`config.mk`:
```
export PLATFORM = sky130hd
export DESIGN_NAME = clock_switch_failsafe_powersave
export DESIGN_NICKNAME = d
export VERILOG_FILES = /design/src/clock_switch_failsafe_powersave.v
export VERILOG_INCLUDE_DIRS = /design/src /design/src/pkg
export SDC_FILE = /design/constraint.sdc
export NUM_CORES = 1
export LEC_CHECK = 0
export BUFFER_PORTS_ARGS = -buffer_cell sky130_fd_sc_hd__buf_2
export CORE_ASPECT_RATIO = 1.75
export CORE_MARGIN = 3
export CORE_UTILIZATION = 49
export DETAILED_ROUTE_END_ITERATION = 10
export PLACE_DENSITY = 0.86
export RECOVER_POWER = 50
export SLEW_MARGIN = 20
export SYNTH_ARGS = -nofsm -noshare
export SYNTH_HDL_FRONTEND = slang
export SYNTH_SLANG_ARGS = --single-unit
export TNS_END_PERCENT = 5
```
`constraint.sdc`:
```
create_clock -name mclk_i -period 2.4 [get_ports mclk_i]
set_input_delay 0.12 -clock mclk_i [delete_from_list [all_inputs] [get_ports mclk_i]]
set_output_delay 0.12 -clock mclk_i [all_outputs]
set_load 0.005 [all_outputs]
```
`src/pkg/clksw_regs.vh`:
```
// register offsets, fields, source codes, unlock keys and timing counts of the clock switch block
`ifndef CLKSW_REGS_VH
`define CLKSW_REGS_VH
`define OSC_CTRL_ADDR      4'h0
`define OSC_UNLOCK_ADDR    4'h4
`define PWR_CTRL_ADDR      4'h8
`define SRC_CUR_LSB        12
`define SRC_NEW_LSB        8
`define BIT_CFG_LOCK       7
`define BIT_PLL_LOCK       5
`define BIT_CLK_FAIL       3
`define BIT_SEC_EN         1
`define BIT_SWITCH_REQ     0
`define SRC_FRC            3'h0
`define SRC_FRC_PLL        3'h1
`define SRC_PRI            3'h2
`define SRC_PRI_PLL        3'h3
`define SRC_SEC            3'h4
`define SRC_LOW_POWER_RC_OSC           3'h5
`define SRC_FRC_DIV16      3'h6
`define SRC_FRC_DIVN       3'h7
`define UNLOCK_KEY1        8'h46
`define UNLOCK_KEY2        8'h57
`define SETTLE_CYCLES      4'ha
`define IDLE_WAKE_CYCLES   2'h2
`define PWR_SLEEP_BIT      0
`define PWR_IDLE_BIT       1
`endif

```
`src/clock_switch_failsafe_powersave.v`:
```
// clock source switching, fail-safe fallback and sleep/idle control
`include "clksw_regs.vh"
module clock_switch_failsafe_powersave #(
  parameter WDT_EN_DEFAULT = 1'b0
) (
  input  wire        mclk_i,
  input  wire        reset_n_i,
  input  wire        wb_cyc_i,
  input  wire        wb_stb_i,
  input  wire        wb_we_i,
  input  wire [3:0]  wb_adr_i,
  input  wire [3:0]  wb_sel_i,
  input  wire [31:0] wb_dat_i,
  output reg  [31:0] wb_dat_o,
  output reg         wb_ack_o,
  input  wire        switch_monitor_disable_cfg_i,
  input  wire        switch_lock_cfg_i,
  input  wire [2:0]  initial_source_cfg_i,
  input  wire [1:0]  primary_submode_cfg_i,
  input  wire        watchdog_enable_i,
  input  wire        osc_startup_timer_done_i,
  input  wire        pll_locked_i,
  input  wire        new_clock_tick_i,
  input  wire        osc_fail_i,
  input  wire        power_save_instr_i,
  input  wire        power_save_idle_i,
  input  wire        wake_irq_i,
  input  wire        wdt_timeout_i,
  output reg  [2:0]  sys_source_o,
  output wire [1:0]  primary_submode_o,
  output wire        fast_rc_osc_en_o,
  output wire        primary_osc_en_o,
  output wire        secondary_osc_en_o,
  output wire        low_power_rc_osc_en_o,
  output wire        pll_en_o,
  output wire        sys_clk_run_o,
  output wire        periph_clk_run_o,
  output wire        cpu_clk_run_o,
  output wire        failsafe_monitor_active_o,
  output reg         clock_fail_trap_o,
  output reg         wdt_clear_o
);
  // one-hot states
  localparam [4:0] ST_RUN    = 5'h01;
  localparam [4:0] ST_READY  = 5'h02;
  localparam [4:0] ST_SETTLE = 5'h04;
  localparam [4:0] ST_SLEEP  = 5'h08;
  localparam [4:0] ST_IDLE   = 5'h10;

  function uses_pll;
    input [2:0] s;
    begin
      uses_pll = (s == `SRC_FRC_PLL) || (s == `SRC_PRI_PLL);
    end
  endfunction
  function uses_frc;
    input [2:0] s;
    begin
      uses_frc = (s == `SRC_FRC) || (s == `SRC_FRC_PLL) || (s == `SRC_FRC_DIV16) ||
                 (s == `SRC_FRC_DIVN);
    end
  endfunction

  // primary crystal in either plain or PLL form
  function is_primary;
    input [2:0] s;
    begin
      is_primary = (s == `SRC_PRI) || (s == `SRC_PRI_PLL);
    end
  endfunction

  // fallback keeps the PLL so the multiplier still applies to fast rc
  function [2:0] fallback_src;
    input [2:0] s;
    begin
      fallback_src = uses_pll(s) ? `SRC_FRC_PLL : `SRC_FRC;
    end
  endfunction

  reg  [4:0] state_q;
  reg  [2:0] current_source_stat_q;
  reg  [2:0] new_source_sel_q;
  reg        switch_request_q;
  reg        clock_fail_flag_q;
  reg        pll_lock_flag_q;
  reg        clock_config_lock_q;
  reg        secondary_osc_enable_q;
  reg  [1:0] unlock_q;
  reg  [3:0] settle_q;
  reg  [1:0] wake_q;
  reg        cfg_loaded_q;
  reg        wdt_en_q;
  reg  [2:0] fail_sync_q;
  reg  [2:0] tick_sync_q;
  reg  [2:0] ost_sync_q;
  reg  [2:0] lock_sync_q;
  reg        tick_lvl_q;

  wire sw_en     = ~switch_monitor_disable_cfg_i;
  wire cfg_block = clock_config_lock_q & switch_lock_cfg_i;
  wire wb_req    = wb_cyc_i & wb_stb_i & ~wb_ack_o;
  wire wr        = wb_req & wb_we_i;
  wire wr_ctrl   = wr & (wb_adr_i == `OSC_CTRL_ADDR);
  wire wr_key    = wr & (wb_adr_i == `OSC_UNLOCK_ADDR) & wb_sel_i[0];
  wire wr_pwr    = wr & (wb_adr_i == `PWR_CTRL_ADDR) & wb_sel_i[0];
  wire unlocked  = (unlock_q == 2'h2);
  wire wr_hi     = wr_ctrl & wb_sel_i[1] & unlocked;
  wire wr_lo     = wr_ctrl & wb_sel_i[0] & unlocked;

  // async inputs: count once second and third stage agree
  wire fail_seen = fail_sync_q[1] & fail_sync_q[2];
  // new-clock edge counts once stages two and three agree on high
  // a stand-in tick narrower than two clocks is lost
  wire tick_rise = tick_sync_q[1] & tick_sync_q[2] & ~tick_lvl_q;
  wire ost_done  = ost_sync_q[1] & ost_sync_q[2];
  wire pll_lock  = lock_sync_q[1] & lock_sync_q[2];
  wire mon_on    = sw_en & (state_q != ST_SLEEP);
  wire fail_evt  = mon_on & fail_seen & ~clock_fail_flag_q;
  wire wake_evt  = wake_irq_i | wdt_timeout_i;
  wire xtal_new  = is_primary(new_source_sel_q) || (new_source_sel_q == `SRC_SEC);

  // readiness: crystal waits for start-up timer, PLL for lock
  wire ost_ok    = ~xtal_new | ost_done;
  wire lock_ok   = ~uses_pll(new_source_sel_q) | pll_lock;
  wire new_ready = ost_ok & lock_ok;

  always @(posedge mclk_i or negedge reset_n_i) begin
    if (!reset_n_i) begin
      fail_sync_q <= 3'h0;
      tick_sync_q <= 3'h0;
      ost_sync_q  <= 3'h0;
      lock_sync_q <= 3'h0;
      tick_lvl_q  <= 1'b0;
    end else begin
      // filtered tick level only moves when the late stages agree
      if (tick_sync_q[1] == tick_sync_q[2])
        tick_lvl_q <= tick_sync_q[2];
      fail_sync_q <= {fail_sync_q[1:0], osc_fail_i};
      tick_sync_q <= {tick_sync_q[1:0], new_clock_tick_i};
      ost_sync_q  <= {ost_sync_q[1:0], osc_startup_timer_done_i};
      lock_sync_q <= {lock_sync_q[1:0], pll_locked_i};
    end
  end

  // unlock key sequence; any other write breaks it
  always @(posedge mclk_i or negedge reset_n_i) begin
    if (!reset_n_i) begin
      unlock_q <= 2'h0;
    end else if (wr_key && wb_dat_i[7:0] == `UNLOCK_KEY1) begin
      unlock_q <= 2'h1;
    end else if (wr_key && unlock_q == 2'h1 && wb_dat_i[7:0] == `UNLOCK_KEY2) begin
      unlock_q <= 2'h2;
    end else if (wr) begin
      unlock_q <= 2'h0;
    end
  end

  always @(posedge mclk_i or negedge reset_n_i) begin
    if (!reset_n_i) begin
      state_q                <= ST_RUN;
      current_source_stat_q  <= `SRC_FRC;
      new_source_sel_q       <= `SRC_FRC;
      switch_request_q       <= 1'b0;
      clock_fail_flag_q      <= 1'b0;
      pll_lock_flag_q        <= 1'b0;
      clock_config_lock_q    <= 1'b0;
      secondary_osc_enable_q <= 1'b0;
      settle_q               <= 4'h0;
      wake_q                 <= 2'h0;
      cfg_loaded_q           <= 1'b0;
      wdt_en_q               <= 1'b0;
      sys_source_o           <= `SRC_FRC;
      clock_fail_trap_o      <= 1'b0;
      wdt_clear_o            <= 1'b0;
    end else begin
      clock_fail_trap_o <= 1'b0;
      wdt_clear_o       <= 1'b0;
      wdt_en_q          <= watchdog_enable_i | WDT_EN_DEFAULT;
      if (pll_lock && uses_pll(sys_source_o))
        pll_lock_flag_q <= 1'b1;
      // strap capture after reset release
      if (!cfg_loaded_q) begin
        cfg_loaded_q          <= 1'b1;
        current_source_stat_q <= initial_source_cfg_i;
        new_source_sel_q      <= initial_source_cfg_i;
        sys_source_o          <= initial_source_cfg_i;
      end else if (!sw_en) begin
        current_source_stat_q <= initial_source_cfg_i;
        sys_source_o          <= initial_source_cfg_i;
        switch_request_q      <= 1'b0;
      end
      if (wr_hi && !cfg_block && sw_en)
        new_source_sel_q <= wb_dat_i[`SRC_NEW_LSB +: 3];
      if (wr_lo) begin
        if (!cfg_block)
          clock_config_lock_q <= wb_dat_i[`BIT_CFG_LOCK];
        secondary_osc_enable_q <= wb_dat_i[`BIT_SEC_EN];
        // software may only clear the fail flag
        if (!wb_dat_i[`BIT_CLK_FAIL])
          clock_fail_flag_q <= 1'b0;
      end
      case (state_q)
        ST_RUN: begin
          if (fail_evt) begin
            clock_fail_trap_o     <= 1'b1;
            clock_fail_flag_q     <= 1'b1;
            switch_request_q      <= 1'b0;
            current_source_stat_q <= fallback_src(sys_source_o);
            sys_source_o          <= fallback_src(sys_source_o);
          end else if (cfg_loaded_q && power_save_instr_i) begin
            // watchdog clear on entry
            // live input: the registered copy lags by one cycle
            wdt_clear_o <= watchdog_enable_i | WDT_EN_DEFAULT;
            state_q     <= power_save_idle_i ? ST_IDLE : ST_SLEEP;
          end else if (wr_lo && sw_en && !cfg_block && wb_dat_i[`BIT_SWITCH_REQ]) begin
            if (new_source_sel_q == current_source_stat_q) begin
              switch_request_q <= 1'b0;
            end else begin
              switch_request_q  <= 1'b1;
              // flags cleared, set of fail wins
              pll_lock_flag_q   <= 1'b0;
              clock_fail_flag_q <= 1'b0;
              state_q           <= ST_READY;
            end
          end
        end
        ST_READY: begin
          settle_q <= 4'h0;
          if (fail_evt) begin
            state_q <= ST_RUN;
          end else if (new_ready) begin
            state_q <= ST_SETTLE;
          end
        end
        ST_SETTLE: begin
          if (tick_rise)
            settle_q <= settle_q + 4'h1;
          if (fail_evt) begin
            state_q <= ST_RUN;
          end else if (settle_q == `SETTLE_CYCLES) begin
            switch_request_q      <= 1'b0;
            current_source_stat_q <= new_source_sel_q;
            sys_source_o          <= new_source_sel_q;
            state_q               <= ST_RUN;
          end
        end
        ST_SLEEP: begin
          // wake events; source kept
          // source code untouched, so wake resumes on it
          if (wake_evt)
            state_q <= ST_RUN;
        end
        ST_IDLE: begin
          // delayed CPU restart
          // wake may drop early; the countdown runs on regardless
          if (wake_q != 2'h0) begin
            wake_q <= wake_q - 2'h1;
            if (wake_q == 2'h1)
              state_q <= ST_RUN;
          end else if (wake_evt) begin
            wake_q <= `IDLE_WAKE_CYCLES;
          end
        end
        default: state_q <= ST_RUN;
      endcase
      // fail event while switching still traps
      if (fail_evt && state_q != ST_RUN) begin
        clock_fail_trap_o     <= 1'b1;
        clock_fail_flag_q     <= 1'b1;
        switch_request_q      <= 1'b0;
        current_source_stat_q <= fallback_src(sys_source_o);
        sys_source_o          <= fallback_src(sys_source_o);
      end
    end
  end

  wire sleeping  = (state_q == ST_SLEEP);
  wire switching = (state_q == ST_READY) || (state_q == ST_SETTLE);
  wire [2:0] tgt = new_source_sel_q;

  // fast rc, primary, secondary and PLL run for the live source and, while switching, the target; low power rc only for the live source
  wire frc_need = uses_frc(sys_source_o) | (switching & uses_frc(tgt));
  wire pri_need = is_primary(sys_source_o) | (switching & is_primary(tgt));
  wire sec_need = (sys_source_o == `SRC_SEC) | (switching & (tgt == `SRC_SEC));
  wire pll_need = uses_pll(sys_source_o) | (switching & uses_pll(tgt));
  wire low_power_rc_osc_src = (sys_source_o == `SRC_LOW_POWER_RC_OSC);

  // sleep gates all but a watchdog-held low power rc and an enabled secondary; old source off after switch unless enable bit, watchdog or monitor holds it
  assign fast_rc_osc_en_o   = ~sleeping & frc_need;
  assign primary_osc_en_o   = ~sleeping & pri_need;
  // secondary kept alive by its enable bit, even across sleep
  assign secondary_osc_en_o = secondary_osc_enable_q | (~sleeping & sec_need);
  assign pll_en_o           = ~sleeping & pll_need;
  assign low_power_rc_osc_en_o = wdt_en_q | (sw_en & ~sleeping) | (~sleeping & low_power_rc_osc_src);
  assign primary_submode_o  = primary_submode_cfg_i;
  assign sys_clk_run_o      = ~sleeping;
  assign periph_clk_run_o   = ~sleeping;
  assign cpu_clk_run_o      = (state_q != ST_SLEEP) && (state_q != ST_IDLE);
  assign failsafe_monitor_active_o = mon_on;


  // one wait state; unmapped reads return zero
  // read data is cleared every cycle so it only stands with ack
  always @(posedge mclk_i or negedge reset_n_i) begin
    if (!reset_n_i) begin
      wb_ack_o <= 1'b0;
      wb_dat_o <= 32'h0;
    end else begin
      wb_ack_o <= wb_req;
      wb_dat_o <= 32'h0;
      if (wb_req && !wb_we_i) begin
        if (wb_adr_i == `OSC_CTRL_ADDR) begin
          wb_dat_o[`SRC_CUR_LSB +: 3] <= current_source_stat_q;
          wb_dat_o[`SRC_NEW_LSB +: 3] <= new_source_sel_q;
          wb_dat_o[`BIT_CFG_LOCK]     <= clock_config_lock_q;
          wb_dat_o[`BIT_PLL_LOCK]     <= pll_lock_flag_q;
          wb_dat_o[`BIT_CLK_FAIL]     <= clock_fail_flag_q;
          wb_dat_o[`BIT_SEC_EN]       <= secondary_osc_enable_q;
          wb_dat_o[`BIT_SWITCH_REQ]   <= switch_request_q;
        end else if (wb_adr_i == `PWR_CTRL_ADDR) begin
          wb_dat_o[`PWR_SLEEP_BIT] <= sleeping;
          wb_dat_o[`PWR_IDLE_BIT]  <= (state_q == ST_IDLE);
        end
      end
    end
  end
  // wr_pwr reserved for future use is unread; writes there are accepted and ignored
  wire unused_pwr = wr_pwr;
endmodule // clock_switch_failsafe_powersave

```
Yosys cells after proc, flatten, opt, wreduce, memory -nomap -nowiden
Index checks and enable logic that the tools add are counted.
{"block": "op_classes", "addsub": 2, "multipliers": 0, "n_div": 0, "magnitude_cmp": 0, "eq_ne": 41, "shifts": 0, "muxes": 78, "bitwise_logic": 48, "n_reduce_logical": 38}
{"operator": "$mux W5", "n": 12}
{"operator": "$mux W3", "n": 16}
{"operator": "$mux W1", "n": 34}
{"operator": "$and A1 B1 Y1", "n": 30}
{"operator": "$pmux W5 S5", "n": 1}
{"operator": "$eq A3 B3 Y1 const B", "n": 7}
{"operator": "$eq A8 B7 Y1 const B", "n": 2}
{"operator": "$mux W2", "n": 8}
{"operator": "$logic_and A1 B1 Y1", "n": 13}
{"operator": "$eq A3 B2 Y1 const B", "n": 4}
{"operator": "$logic_or A1 B1 Y1", "n": 12}
{"operator": "$mux W4", "n": 3}
{"operator": "$ne A3 B3 Y1 const B", "n": 4}
{"operator": "$pmux W3 S2", "n": 2}
{"operator": "$ne A2 B2 Y1 const B", "n": 5}
{"operator": "$or A1 B1 Y1", "n": 10}
{"operator": "$eq A4 B4 Y1 const B", "n": 2}
{"operator": "$not A1 Y1", "n": 8}
{"operator": "$pmux W4 S2", "n": 1}
{"operator": "$reduce_and A8 Y1", "n": 1}
{"operator": "$eq A3 B1 Y1 const B", "n": 2}
{"operator": "$logic_not A3 Y1", "n": 2}
{"operator": "$reduce_and A2 Y1", "n": 3}
{"operator": "$reduce_bool A2 Y1", "n": 3}
{"operator": "other kinds (20)", "n": 22}
{"block": "word_totals", "reg_bits": 56, "latchBits": 0, "ramBits": 0, "romBits": 0, "out_inout_bits": 49, "wordCells": 230, "mem_count": 0}

Logic depth before layout (Yosys ltp)
Gate-level depths: netlist of run 1.
{"block": "depth", "ltp_word": 14, "ltp_mapped": 7, "depth_no_buf": 6}

Worst setup path before layout of run 1
No wires, ideal clock.
{"block": "synth_path", "kind": "reg-to-reg", "startpoint": "register state_q[1]", "endpoint": "register wake_q[0]", "setup_ns": 0.125, "t_arrival_ns": 1.548, "required_time_ns": 2.275, "setup_slack_ns": 0.727, "stages_incl_launch_ff": 6, "synth_period_minus_slack_ns": 1.673, "path_cell_list": "dfrtp_1 -> buf_2 -> nor3_1 -> and3_1 -> a21boi_0 -> mux2_2"}
{"block": "synth_between", "elab_chain_len": 2}
{"item": "start, declared", "line": "clock_switch_failsafe_powersave.v:80", "source": "reg [4:0] state_q;"}
{"item": "start signal, assigned", "line": "clock_switch_failsafe_powersave.v:214", "source": "state_q <= power_save_idle_i ? ST_IDLE : ST_SLEEP;"}
{"item": "$eq A5 B5 Y1", "line": "clock_switch_failsafe_powersave.v:202", "source": "case (state_q)"}
{"item": "$reduce_and A2 Y1 (no source line)"}
{"item": "end signal, assigned", "line": "clock_switch_failsafe_powersave.v:257", "source": "wake_q <= wake_q - 2'h1;"}
{"item": "end signal, assigned", "line": "clock_switch_failsafe_powersave.v:261", "source": "wake_q <= `IDLE_WAKE_CYCLES;"}
{"item": "end, declared", "line": "clock_switch_failsafe_powersave.v:90", "source": "reg [1:0] wake_q;"}
Every way passes these cells.
A chain may end at the register's enable or synchronous reset.

Final worst setup path of run 1
{"block": "layout_path", "startpoint": "register state_q[2]", "endpoint": "output port low_power_rc_osc_en_o"}
{"block": "layout_between", "elab_chain_len": 5, "elab_cells_between_ends": 6, "cone_classes": "eq/ne (1); bitwise (5)"}
{"item": "$eq A5 B4 Y1 *", "line": "clock_switch_failsafe_powersave.v:277", "source": "wire sleeping = (state_q == ST_SLEEP);"}
{"item": "$not A1 Y1 *", "line": "clock_switch_failsafe_powersave.v:294", "source": "assign low_power_rc_osc_en_o = wdt_en_q | (sw_en & ~sleeping) | (~sleeping & low_power_rc_osc_src);"}
{"item": "$and A1 B1 Y1", "line": "clock_switch_failsafe_powersave.v:294"}
{"item": "$or A1 B1 Y1", "line": "clock_switch_failsafe_powersave.v:294"}
{"item": "$or A1 B1 Y1 *", "line": "clock_switch_failsafe_powersave.v:294"}
{"item": "end, declared", "line": "clock_switch_failsafe_powersave.v:34", "source": "output wire low_power_rc_osc_en_o,"}
Mark *: on every way between the ends. The rest lies on a longest branch, timed or not.

==> results of run 1 <==
-- Yosys cell counts, drive strengths merged, types with 4 or more instances --
cell,count,area share
and2,11,0.024
nor4,5,0.018
nor3,8,0.018
a21oi,9,0.016
clkbuf,4,0.0052
dfrtp,55,0.48
mux2,11,0.043
ha,8,0.035
inv,12,0.016
buf,30,0.077
nand3,10,0.022
nand2,14,0.018
nand4,8,0.023
o31ai,4,0.010
o21ai,13,0.023
nor2,15,0.020
-- report_power, final --
| group | internal [W] | switching, W |
|---|---|---|
| clock network | 0.000208 | 0.000304 |
| registers | 0.00101 | 0.0000782 |
| logic | 0.000175 | 0.000212 |
-- state kept, by name, summed over array words and instances (netlist names), 2 cells and up --
name,cells
wb_dat_o,11
state_q,5
settle_q,4
current_source_stat_q,3
fail_sync_q,3
lock_sync_q,3
new_source_sel_q,3
ost_sync_q,3
sys_source_o,3
tick_sync_q,3
unlock_q,2
wake_q,2
-- through the flow --
stage	instance area, sq um	std cells	hold slack (ns)	power [W]
2_1_floorplan	2945	287	-0.1756	0.001378
3_3_place_gp	3147	395	0.2276	0.001467
3_5_place_dp	3147	395	0.2293	0.001490
4_1_cts	3297	409	0.0005187	0.002011
5_1_grt	3302	410	0.003549	0.002105
6_report	3302	410	0.01327	0.001992
-- per-layer routing --
metal,wire length (um),part of all wire,GRT usage
met1,2092,0.35,0.1831
met3,300,0.050,0.03354
met4,228,0.038,0.1005
met5,0,0,0
met2,3326,0.56,0.3509
-- how the worst max path moves through the flow --
stage               start                    end  slack, ns  depth (start not counted)
2_1_floorplan  state_q[1]              wake_q[0]       0.73                          5
4_1_cts        state_q[2]  low_power_rc_osc_en_o       0.39                          5
6_report       state_q[2]  low_power_rc_osc_en_o       0.40                          5
3_3_place_gp   state_q[1]              wake_q[0]       0.58                          4
5_1_grt        state_q[2]  low_power_rc_osc_en_o       0.31                          5
3_5_place_dp   state_q[2]              wake_q[0]       0.51                          4
-- what timing repair did --
item | CTS | global route
setup endpoints to repair | 0 | 0
buffers inserted | 0 | 0
hold buffers | 6 | 1
hold endpoints to repair | 6 | 44
-- worst register-to-register path, stage by stage, from the launching register on --
cell and delay [ns]:
dfrtp_1 0.54, nor3_1 0.25, and3_1 0.28, a21boi_0 0.35, mux2_2 0.38
-- final cells by class --
type                    count  area [sq um]  share of cell area
clock buffers               5         68.82             0.02084
clock inverters             3         21.27            0.006442
flip-flops and latches     56          1403              0.4248
repair buffers             73         407.9              0.1235
multi-input cells         185          1261              0.3820
well taps                  76         95.09             0.02880
inverters                  12         45.04             0.01364
-- placed cells by master, fill, tap and decap left out, types with 2 or more instances in the layout --
| cell type | count |
|---|---|
| o21ai_0 | 13 |
| and2_1 | 10 |
| o22ai_1 | 2 |
| nor2_1 | 15 |
| o31ai_1 | 4 |
| buf_4 | 4 |
| nand2b_1 | 2 |
| nor4bb_1 | 2 |
| dfrtp_1 | 55 |
| inv_1 | 12 |
| o221a_2 | 2 |
| nand4bb_1 | 3 |
| o2111ai_1 | 2 |
| mux2i_1 | 3 |
| mux2_2 | 11 |
| dlygate4sd3_1 | 7 |
| clkbuf_8 | 5 |
| and3_1 | 3 |
| or3_1 | 2 |
| clkbuf_1 | 2 |
| nand4b_1 | 2 |
| nor3_1 | 7 |
| nand2_1 | 14 |
| ha_1 | 8 |
| conb_1 | 22 |
| xor2_1 | 3 |
| a21oi_1 | 9 |
| nand3_1 | 9 |
| a21o_1 | 2 |
| nor4_1 | 3 |
| nor2b_1 | 2 |
| buf_2 | 59 |
| nand4_1 | 7 |
| xnor2_1 | 3 |
| o41ai_1 | 2 |
-- cell families after synthesis --
| logic type | after synthesis |
|---|---|
| AND/OR/NAND/NOR | 94 |
| buffers and inverters | 46 |
| adder cells (fa/ha/maj) | 8 |
| XOR/XNOR | 6 |
| multiplexers | 14 |
| flip-flops | 56 |
| other | 2 |
| AO/OA/AOI/OAI | 41 |
==> metrics.md, run 1 <==
| Metric | Value |
|---|---|
| Clock transition at path regs | `0.09 ns` |
| Post-synthesis sequential area ratio | `0.4887` |
| Yosys warns | `0` |
| Worst Hold Endpoint | `state_q[3]` |
| FP Rows | `36` |
| Worst reg2reg path endpoint | `wake_q[0]` |
| Slew margin rel. | `0.2483` |
| Largest net degree at the start of global routing | `48` |
| Worst R2R Start | `state_q[2]` |
| Hold_sp | `power_save_idle_i` |
| Crit path kind | `register to primary output` |
| Pins Over Slew Limit | `0` |
| Run status | `complete, no violations` |
| Reg2Reg Depth | `4` |
| Area grow syn2layout | `15.04%` |
| Average routed wire per standard cell | `14.51 um` |
| CORE AREA | `5630 sq um` |
| Ys flop type | `dfrtp_1` |
| Register-to-register setup slack | `0.49 ns` |
| Starting density of the core | `0.5098` |
| Final setup viols | `0` |
| CTS tree | `done` |
| Power per Cell Area | `603.3 nW/um^2` |
| Synth Area in Compound Gates | `0.09111` |
| Port Buffers | `61` |
| Die height | `107.2 um` |
| Total Negative Setup Slacks | `0 ns` |
| GP Congestion | `0.8859` |
| Nets | `402` |
| Netlist cell types | `53` |
| Drt drc | `0` |
| Number of DRC markers after the initial detailed-route iteration | `105` |
| Async SR Flop Fraction | `1.000` |
| Clock latency on the worst-skew pair | `0.31 ns` |
| RSZ-0062 raised after global routing | `false` |
| Synth Area in Adders | `0.03487` |
| Max IR drop VDD | `352.6 uV` |
| Max incr delay on CP | `0.54 ns` |
| WP data required | `2.28 ns` |
| Mapped cell area | `2870 sq um` |
| Final Util | `0.5864` |
| P_leak | `1.598 nW` |
| Setup crit start kind | `register` |
| Fmax | `500.0 MHz` |
| Hold depth | `2` |
| Resized cells post-CTS | `0` |
| Post-synthesis xor/xnor area fraction | `0.01831` |
| Total clock buffers created by CTS | `5` |
| Vias | `2,216` |
| HPWL Detailed | `4612 um` |
| Setup Slack @ Placement | `0.5113 ns` |
| Largest family of logic cells by synthesized area | `simple AND/OR/NAND/NOR gates` |
| Max FO, Critical Path | `11` |
| Slowest CP cell | `dfrtp_1` |
| Worst path bufs/invs | `1` |
| Antenna Nets Post-Route | `0` |
| Crit-path cells | `nor4_2, and2_1, a21oi_1, or2_2, buf_2` |
| CTS root buf | `clkbuf_8` |
| Ports | `110` |
| Crit end category | `primary output` |
| Die Area | `6848 sq um` |
| #FFs+latches synth | `56` |
| Filler cell count | `495` |
| Drt pass-1 iters | `6` |
| H-Tree Depth | `2` |
| Tot GR Track Use | `0.1850` |
| Mux share of post-synthesis cell area | `0.05362` |
| Hold Violations, Final | `0` |
| Die width | `63.86 um` |
| Total grt overflow | `0` |
| Initial antenna violation count | `0` |
| Total Wirelength | `5948 um` |
| Share of cells above drive strength 1 | `0.2844` |
| Worst setup margin | `0.4001 ns` |
| Crit-path leading delay family | `simple AND/OR/NAND/NOR gates` |
| EDFF count, synth | `0` |
| Clk_skew | `0.008068 ns` |
| Synth Area in Simple Gates | `0.2127` |
| Syn Inst Count | `267` |
| Worst-Margin Slew | `1.127 ns` |
| Max_cap viols | `0` |
| Avg Synthesized Cell Area | `10.75 sq um` |
| Clk sink count | `56` |
| First-pass GRT wire length | `9784 um` |
| Vias in the first global route | `2,202` |
| Worst Path Arrival | `1.88 ns` |
| Vias/cell | `5.405` |
| Min cycle time layout | `2.000 ns` |
| Antenna Cells | `0` |
| Clk buf depth | `2` |
| Fin crit share | `0.8333` |
| Tightest Hold Check Type | `input pin to register` |
Note: power is estimated with default switching activity, not from simulation.
==> run 2, diff against run 1 <==
--- a/config.mk
+++ b/config.mk
@@ -6,12 +6,13 @@
 export SDC_FILE = /design/constraint.sdc
 export NUM_CORES = 1
 export LEC_CHECK = 0
+export ABC_AREA = 1
 export BUFFER_PORTS_ARGS = -buffer_cell sky130_fd_sc_hd__buf_2
 export CORE_ASPECT_RATIO = 1.75
 export CORE_MARGIN = 3
-export CORE_UTILIZATION = 49
+export CORE_UTILIZATION = 45
 export DETAILED_ROUTE_END_ITERATION = 10
-export PLACE_DENSITY = 0.86
+export PLACE_DENSITY = 0.82
 export RECOVER_POWER = 50
 export SLEW_MARGIN = 20
 export SYNTH_ARGS = -nofsm -noshare
==> constraint.sdc (replaced) <==
create_clock -name mclk_i -period 1.7 [get_ports mclk_i]
set_input_delay 0.085 -clock mclk_i [delete_from_list [all_inputs] [get_ports mclk_i]]
set_output_delay 0.085 -clock mclk_i [all_outputs]
set_load 0.005 [all_outputs]
==> run 2 against run 1 <==
  * The flow now finishes with violations (setup timing)
  * Die area increased by 17%
  * Largest cell class unchanged
  * Final cell count increased by 32%
  * First-iteration DRC count up 110%
  * Clock skew rose by 0.0020 ns
  * Sequential share of layout area shrank 5.1 points
  * Final area grew 14%
  * Total power increased by 120%
  * Worst setup slack got worse by 0.40 ns
  * Clock-buffer cell count rose by 2
  * Register-to-register slack lost 0.42 ns
==> metrics.md, run 2 <==
| Metric | Value |
|---|---|
| Yosys warns | `0 (unchanged)` |
| Crit end category | `primary output` |
| Final setup viols | `1 (+1)` |
| Final Power | `0.004417 W (+120%)` |
| Number of DRC markers after the initial detailed-route iteration | `223 (+110%)` |
| Share of cells above drive strength 1 | `0.2668 (-0.01762)` |
| Drt drc | `0 (unchanged)` |
| Hold Violations, Final | `0 (unchanged)` |
| Fin crit share | `1.001` |
| First-pass GRT wire length | `11,850 um (+21%)` |
| Tot GR Track Use | `0.2007 (+0.01569)` |
| Crit-path cells | `inv_1, nor3_2, nand2_2, nand2_4, a31oi_2, o21bai_1, buf_2` |
| Post-synthesis sequential area ratio | `0.4507 (-0.03792)` |
| Fmax | `587.9 MHz` |
| Largest regs | `wb_dat_o x11, state_q x5, settle_q x4` |
| Clock transition at path regs | `0.07 ns (-0.02 ns)` |
| Filler cell count | `607 (+23%)` |
| Netlist cell types | `41 (-23%)` |
| Clock power share | `0.244 (-0.013)` |
| Worst setup margin | `-0.0008582 ns (-0.4009 ns)` |
| Initial antenna violation count | `0 (unchanged)` |
| Largest net degree at the start of global routing | `35 (-27%)` |
| Worst-Margin Slew | `0.8579 ns (-0.2696 ns)` |
| Die Area | `7988 sq um (+17%)` |
| Total clock buffers created by CTS | `5 (unchanged)` |
| Ys flop type | `dfrtp_1` |
| Die width | `68.86 um (+7.8%)` |
| Clock latency on the worst-skew pair | `0.30 ns (about the same)` |
| Worst path bufs/invs | `2 (+1)` |
| Ports | `110 (unchanged)` |
| CORE AREA | `6636 sq um (+18%)` |
| Mapped cell area | `3112 sq um (+8.4%)` |
| P_leak | `2.013 nW (+26%)` |
| Drt pass-1 iters | `6 (unchanged)` |
| Power per Cell Area | `1174 nW/um^2 (+95%)` |
| Vias | `2,759 (+25%)` |
| Max IR drop VDD | `486.2 uV (+38%)` |
| Total grt overflow | `0 (unchanged)` |
| WHS | `0.006828 ns (-0.006441 ns)` |
| Combinational power share | `0.381 (+0.187)` |
| Clk sink count | `56 (unchanged)` |
| RSZ-0062 raised after global routing | `true` |
| CTS root buf | `clkbuf_16` |
| Async SR Flop Fraction | `1.000 (unchanged)` |
| Multi-input gate area | `1401 sq um (+11%)` |
| Sequential Area | `1405 sq um (+0.18%)` |
| Clk_skew | `0.01007 ns (+0.001997 ns)` |
| FP Rows | `39 (+8.3%)` |
| Syn Inst Count | `379 (+42%)` |
| Violated checks | `setup timing` |
| #FFs+latches synth | `56 (unchanged)` |
| Avg Synthesized Cell Area | `8.210 sq um (-24%)` |
| Die height | `116.0 um (+8.2%)` |
| Nets | `530 (+32%)` |
| Slowest CP cell | `dfrtp_2` |
| Port Buffers | `61 (unchanged)` |
| Final Util | `0.5671 (-0.01932)` |
| Reg with most FFs | `wb_dat_o` |
| Average routed wire per standard cell | `13.86 um (-4.5%)` |
| Total Wirelength | `7525 um (+27%)` |
| Commonest cells after routing, fill and taps aside | `84 x nand2_1, 60 x buf_2, 53 x dfrtp_1, 48 x inv_1, 32 x nand3_1` |
| Commonest non-fill, non-tap cell in the layout | `nand2_1` |
| WP data required | `1.62 ns (-0.66 ns)` |
| Crit-path leading delay family | `simple AND/OR/NAND/NOR gates` |
| Run status | `finished with violations` |
| Max incr delay on CP | `0.43 ns (-0.11 ns)` |
| Vias/cell | `5.081 (-6.0%)` |
| Max_cap viols | `0 (unchanged)` |
| HPWL Detailed | `5708 um (+24%)` |
| Area share of the largest cell type after synthesis | `0.4423 (-0.03721)` |
| P_int | `0.002789 W (+100%)` |
| CTS tree | `done` |
| GP Congestion | `0.8972 (+1.3%)` |
| Share of power burned in registers | `0.375 (-0.174)` |
| Sw Pwr | `0.001628 W (+170%)` |
| Clk buf depth | `2 (unchanged)` |
| Tightest Hold Check Type | `input pin to register` |
| Pins Over Slew Limit | `0 (unchanged)` |
| Most common cell in the netlist | `nand2_1` |
| Vias in the first global route | `2,810 (+28%)` |
| Sw Share | `0.3685 (+0.07008)` |
| Max FO, Critical Path | `4 (-7)` |
| H-Tree Depth | `2 (unchanged)` |
| Area contributors post-synth | `dfrtp_1 44%, nand2_1 10%, inv_1 6.0%, buf_4 5.8%, nand3_1 5.1%` |
| Area grow syn2layout | `20.95%` |
| Synth area leader | `dfrtp_1` |
| Starting density of the core | `0.4689 (-0.04089)` |
| Antenna Cells | `0 (unchanged)` |
| Max reg flops | `11 (unchanged)` |
| EDFF count, synth | `0 (unchanged)` |
| Antenna Nets Post-Route | `0 (unchanged)` |
| Min cycle time layout | `1.701 ns` |
| Slew margin rel. | `0.4281 (+0.1798)` |
| Synth cell count leaders | `86 x nand2_1, 55 x dfrtp_1, 50 x inv_1` |
| Worst Path Arrival | `1.62 ns (-0.26 ns)` |
| Crit path kind | `register to primary output` |
| Setup crit start kind | `register` |
-- run 2: cell families after synthesis --
kind of cell | count (synthesis) | share of synthesized area
compound gates | 42 | 0.07760
simple gates | 184 | 0.2927
buf+inv | 84 | 0.1351
mux | 1 | 0.003619
fa+ha+maj | 8 | 0.03217
other cells | 2 | 0.002413
flops | 56 | 0.4507
xor+xnor | 2 | 0.005630
-- run 2: metal layers --
metal,global-route usage,routed length (um)
met1,0.1768,2553
met2,0.3795,4222
met3,0.03492,386
met4,0.1458,363
met5,0,0
-- run 2: cell type report --
type,count,share of cell area
well taps,82,0.02726
inverters,58,0.05984
flip-flops and latches,56,0.3733
clock buffers,7,0.04056
multi-input cells,259,0.3723
repair buffers,81,0.1267
-- run 2: timing repair --
action,CTS,global route
hold buffers,6,0
hold endpoints to repair,61,0
cloned,0,0
buffers inserted,4,4
pin swaps,4,5
endpoints found under the setup margin,5,15
resized for setup,8,6
-- run 2: through the flow --
stage / setup WS, ns / area [sq um] / setup TNS [ns] / instances
after detailed placement: 0.03282 / 3453 / 0 / 522
after floorplan: 0.2824 / 3187 / 0 / 399
after global placement: 0.1134 / 3453 / 0 / 522
after global routing: -0.1110 / 3764 / -0.4985 / 543
final: -0.0008582 / 3764 / -0.0008582 / 543
after CTS: -0.02975 / 3720 / -0.03314 / 539
-- run 2: final timing paths --
check,start,end,slack (ns),cells after the start
min in group asynchronous,reset_n_i,wb_dat_o[13],0.41,3
max in group asynchronous,reset_n_i,state_q[2],0.55,3
setup / recovery,state_q[2],secondary_osc_en_o,-0.0009,7
setup reg to reg,state_q[2],sys_source_o[0],0.07,12
hold / removal,wb_dat_i[9],new_source_sel_q[1],0.007,3
hold reg to reg,ost_sync_q[0],ost_sync_q[1],0.35,0
-- run 2: tightest hold or removal path, cell delays in order --
cell     delay (ns)
buf_2          0.08
nand2_1        0.05
nand3_1        0.07
-- run 2: power by group through the flow --
stage	Clock (W)	Combinational, W	Sequential (W)
after floorplan	0	0.00109	0.00164
after global placement	0	0.00142	0.00165
after detailed placement	0	0.00146	0.00166
after CTS	0.00108	0.00155	0.00165
after global routing	0.00114	0.00188	0.00167
final	0.00108	0.00168	0.00166
==> run 3, diff against run 2 <==
--- a/config.mk
+++ b/config.mk
@@ -6,14 +6,15 @@
 export SDC_FILE = /design/constraint.sdc
 export NUM_CORES = 1
 export LEC_CHECK = 0
-export ABC_AREA = 1
 export BUFFER_PORTS_ARGS = -buffer_cell sky130_fd_sc_hd__buf_2
 export CORE_ASPECT_RATIO = 1.75
 export CORE_MARGIN = 3
-export CORE_UTILIZATION = 45
+export CORE_UTILIZATION = 44
 export DETAILED_ROUTE_END_ITERATION = 10
+export HOLD_SLACK_MARGIN = 0.02
 export PLACE_DENSITY = 0.82
 export RECOVER_POWER = 50
+export SKIP_CTS_REPAIR_TIMING = 1
 export SLEW_MARGIN = 20
 export SYNTH_ARGS = -nofsm -noshare
 export SYNTH_HDL_FRONTEND = slang
==> run 3 against run 2 <==
  * The flow still finishes with violations (setup timing)
  * Clock-buffer cell count fell by 2
  * Sequential power fell by 7%
  * Critical path depth fell by 1
  * Clock skew rose by 0.0064 ns
  * Fmax fell by 12%
  * Worst setup slack got worse by 0.23 ns
  * Final area fell by 5.1%
  * Total power fell by 29%
  * Hold slack improved by 0.0084 ns
  * Sequential share of layout area rose by 2.0 points
  * Largest cell class unchanged
  * Largest power group is now sequential cells
==> metrics.md, run 3 (synthesis gave the netlist of run 1 again) <==
| Metric | Value |
|---|---|
| Crit path to | `low_power_rc_osc_en_o` |
| Filler cell count | `549 (-9.6%)` |
| Worst reg2reg path endpoint | `switch_request_q` |
| Slew margin rel. | `0.5383 (+0.1102)` |
| CP dominant cell by count | `buf_6` |
| Max IR drop VDD | `368.2 uV (-24%)` |
| WP depth | `6 (-1)` |
| Clk sink count | `56 (unchanged)` |
| Share of cells above drive strength 1 | `0.3370 (+0.07024)` |
| Nets | `427 (-19%)` |
| Register-to-register setup slack | `-0.06 ns (-0.13 ns)` |
| Commonest non-fill, non-tap cell in the layout | `buf_2` |
| Crit end category | `primary output` |
| Total Negative Setup Slacks | `-1.443 ns (-1.442 ns)` |
| Vias | `2,372 (-14%)` |
| Clk_skew | `0.01650 ns (+0.006430 ns)` |
| Clk buf depth | `2 (unchanged)` |
| Tightest Hold Check Type | `input pin to register` |
| Starting density of the core | `0.4573 (-0.01155)` |
| Reg2Reg Depth | `5 (-7)` |
| Run status | `finished with violations` |
| Ports | `110 (unchanged)` |
| Power per Cell Area | `874.2 nW/um^2 (-26%)` |
| First-pass GRT wire length | `10,290 um (-13%)` |
| Final cell count without fillers | `439 (-19%)` |
| Max reg flops | `11 (unchanged)` |
| Number of DRC markers after the initial detailed-route iteration | `187 (-16%)` |
| FP Rows | `38 (-2.6%)` |
| Area grow syn2layout | `24.50%` |
| Sequential Area | `1405 sq um (unchanged)` |
| Worst path bufs/invs | `2 (unchanged)` |
| GP Congestion | `0.9203 (+2.6%)` |
| Initial antenna violation count | `0 (unchanged)` |
| Tot GR Track Use | `0.1805 (-0.02015)` |
| RSZ-0062 raised after global routing | `true` |
| Multi-input gate area | `1292 sq um (-7.8%)` |
| Die width | `67.06 um (-2.6%)` |
| CTS tree | `done` |
| Vias/cell | `5.403 (+6.3%)` |
| Setup crit start kind | `register` |
| P_leak | `1.735 nW (-14%)` |
| Total clock buffers created by CTS | `5 (unchanged)` |
| Min cycle time layout | `1.933 ns (+0.2318 ns)` |
| Reg with most FFs | `wb_dat_o` |
| WP data required | `1.62 ns (about the same)` |
| Antenna Cells | `0 (unchanged)` |
| Crit path kind | `register to primary output` |
| Largest regs | `wb_dat_o x11, state_q x5, settle_q x4` |
| Drt drc | `0 (unchanged)` |
| Drt pass-1 iters | `4 (-2)` |
| Max_cap viols | `0 (unchanged)` |
| Final setup viols | `10 (+9)` |
| Slowest CP cell | `dfrtp_1` |
| Clock latency on the worst-skew pair | `0.32 ns (+0.02 ns)` |
| Commonest cells after routing, fill and taps aside | `58 x buf_2, 53 x dfrtp_1, 22 x conb_1, 20 x buf_4, 15 x nor2_1` |
| Crit-path leading delay family | `simple AND/OR/NAND/NOR gates` |
| Max incr delay on CP | `0.44 ns (about the same)` |
| Average routed wire per standard cell | `15.85 um (+14%)` |
| Fmax | `517.4 MHz (-12%)` |
| Max FO, Critical Path | `3 (-1)` |
| Total Wirelength | `6960 um (-7.5%)` |
| Worst-Margin Slew | `0.6926 ns (-0.1653 ns)` |
| Crit-path cells | `buf_6, nor4_4, and2_4, a21oi_1, or2_4, buf_6` |
| Fin crit share | `1.137 (+0.1363)` |
| Largest net degree at the start of global routing | `30 (-14%)` |
| CORE AREA | `6276 sq um (-5.4%)` |
| H-Tree Depth | `2 (unchanged)` |
| Antenna Nets Post-Route | `0 (unchanged)` |
| Pins Over Slew Limit | `0 (unchanged)` |
| Port Buffers | `61 (unchanged)` |
| Vias in the first global route | `2,246 (-20%)` |
| Die height | `112.8 um (-2.7%)` |
| Worst setup margin | `-0.2326 ns (-0.2318 ns)` |
| Hold Violations, Final | `0 (unchanged)` |
| CP startpoint | `state_q[4]` |
| Placed cells | `416 (-20%)` |
| Clock transition at path regs | `0.10 ns (+0.03 ns)` |
| Total grt overflow | `0 (unchanged)` |
| Worst R2R Start | `state_q[2]` |
| HPWL Detailed | `5208 um (-8.8%)` |
| Violated checks | `setup timing` |
| Die Area | `7567 sq um (-5.3%)` |
| Worst Path Arrival | `1.85 ns (+0.23 ns)` |
| CTS root buf | `clkbuf_8` |
[run 3: cell types whose count changed in the layout (fill, tap and decap cells not counted), sizes merged, moves of 10 or more]
cell / change
nand3: -25
nand2: -79
inv: -42
nor2: -18
mux2: +10
and2: +11
[run 3: layout make-up]
type,count,area share
flip-flops and latches,56,0.3932
multi-input cells,185,0.3617
repair buffers,98,0.1723
well taps,80,0.02801
clock buffers,5,0.01926
clock inverters,3,0.01296
inverters,12,0.01261
[run 3: how the worst min path moves through the flow]
| stage | depth (start not counted) | from | endpoint | slack, ns |
|---|---|---|---|---|
| after floorplan | 0 | reset_n_i | cfg_loaded_q | -0.21 |
| after global placement | 1 | reset_n_i | new_source_sel_q[0] | -0.05 |
| after detailed placement | 1 | reset_n_i | new_source_sel_q[0] | -0.05 |
| after CTS | 1 | reset_n_i | new_source_sel_q[0] | -0.40 |
| after global routing | 3 | wb_stb_i | wb_ack_o | 0.03 |
| final | 2 | wb_dat_i[8] | new_source_sel_q[0] | 0.02 |
[run 3: stage by stage]
stage          total power, W  worst slack (ns)  utilization  hold slack, ns  area (sq um)
2_1_floorplan        0.001945           0.02685            -         -0.2106          2945
3_3_place_gp         0.002126           0.06657       0.5245        -0.05112          3292
3_5_place_dp         0.002164          0.008777       0.5245        -0.04914          3292
4_1_cts              0.003060           -0.2665       0.5429         -0.3959          3407
5_1_grt              0.003270           -0.2438       0.5694         0.02884          3573
6_report             0.003124           -0.2326       0.5694         0.01521          3573
[run 3: power by group]
part,switching (W),internal [W],leakage [nW]
registers,0.000103,0.00143,0.705
logic,0.000354,0.000329,0.976
clock network,0.000460,0.000445,0.0548
[run 3: layer usage]
layer	global-route usage	routed length, um
met5	0	0
met4	0.1206	329
met3	0.03078	460
met2	0.3252	3820
met1	0.1801	2350
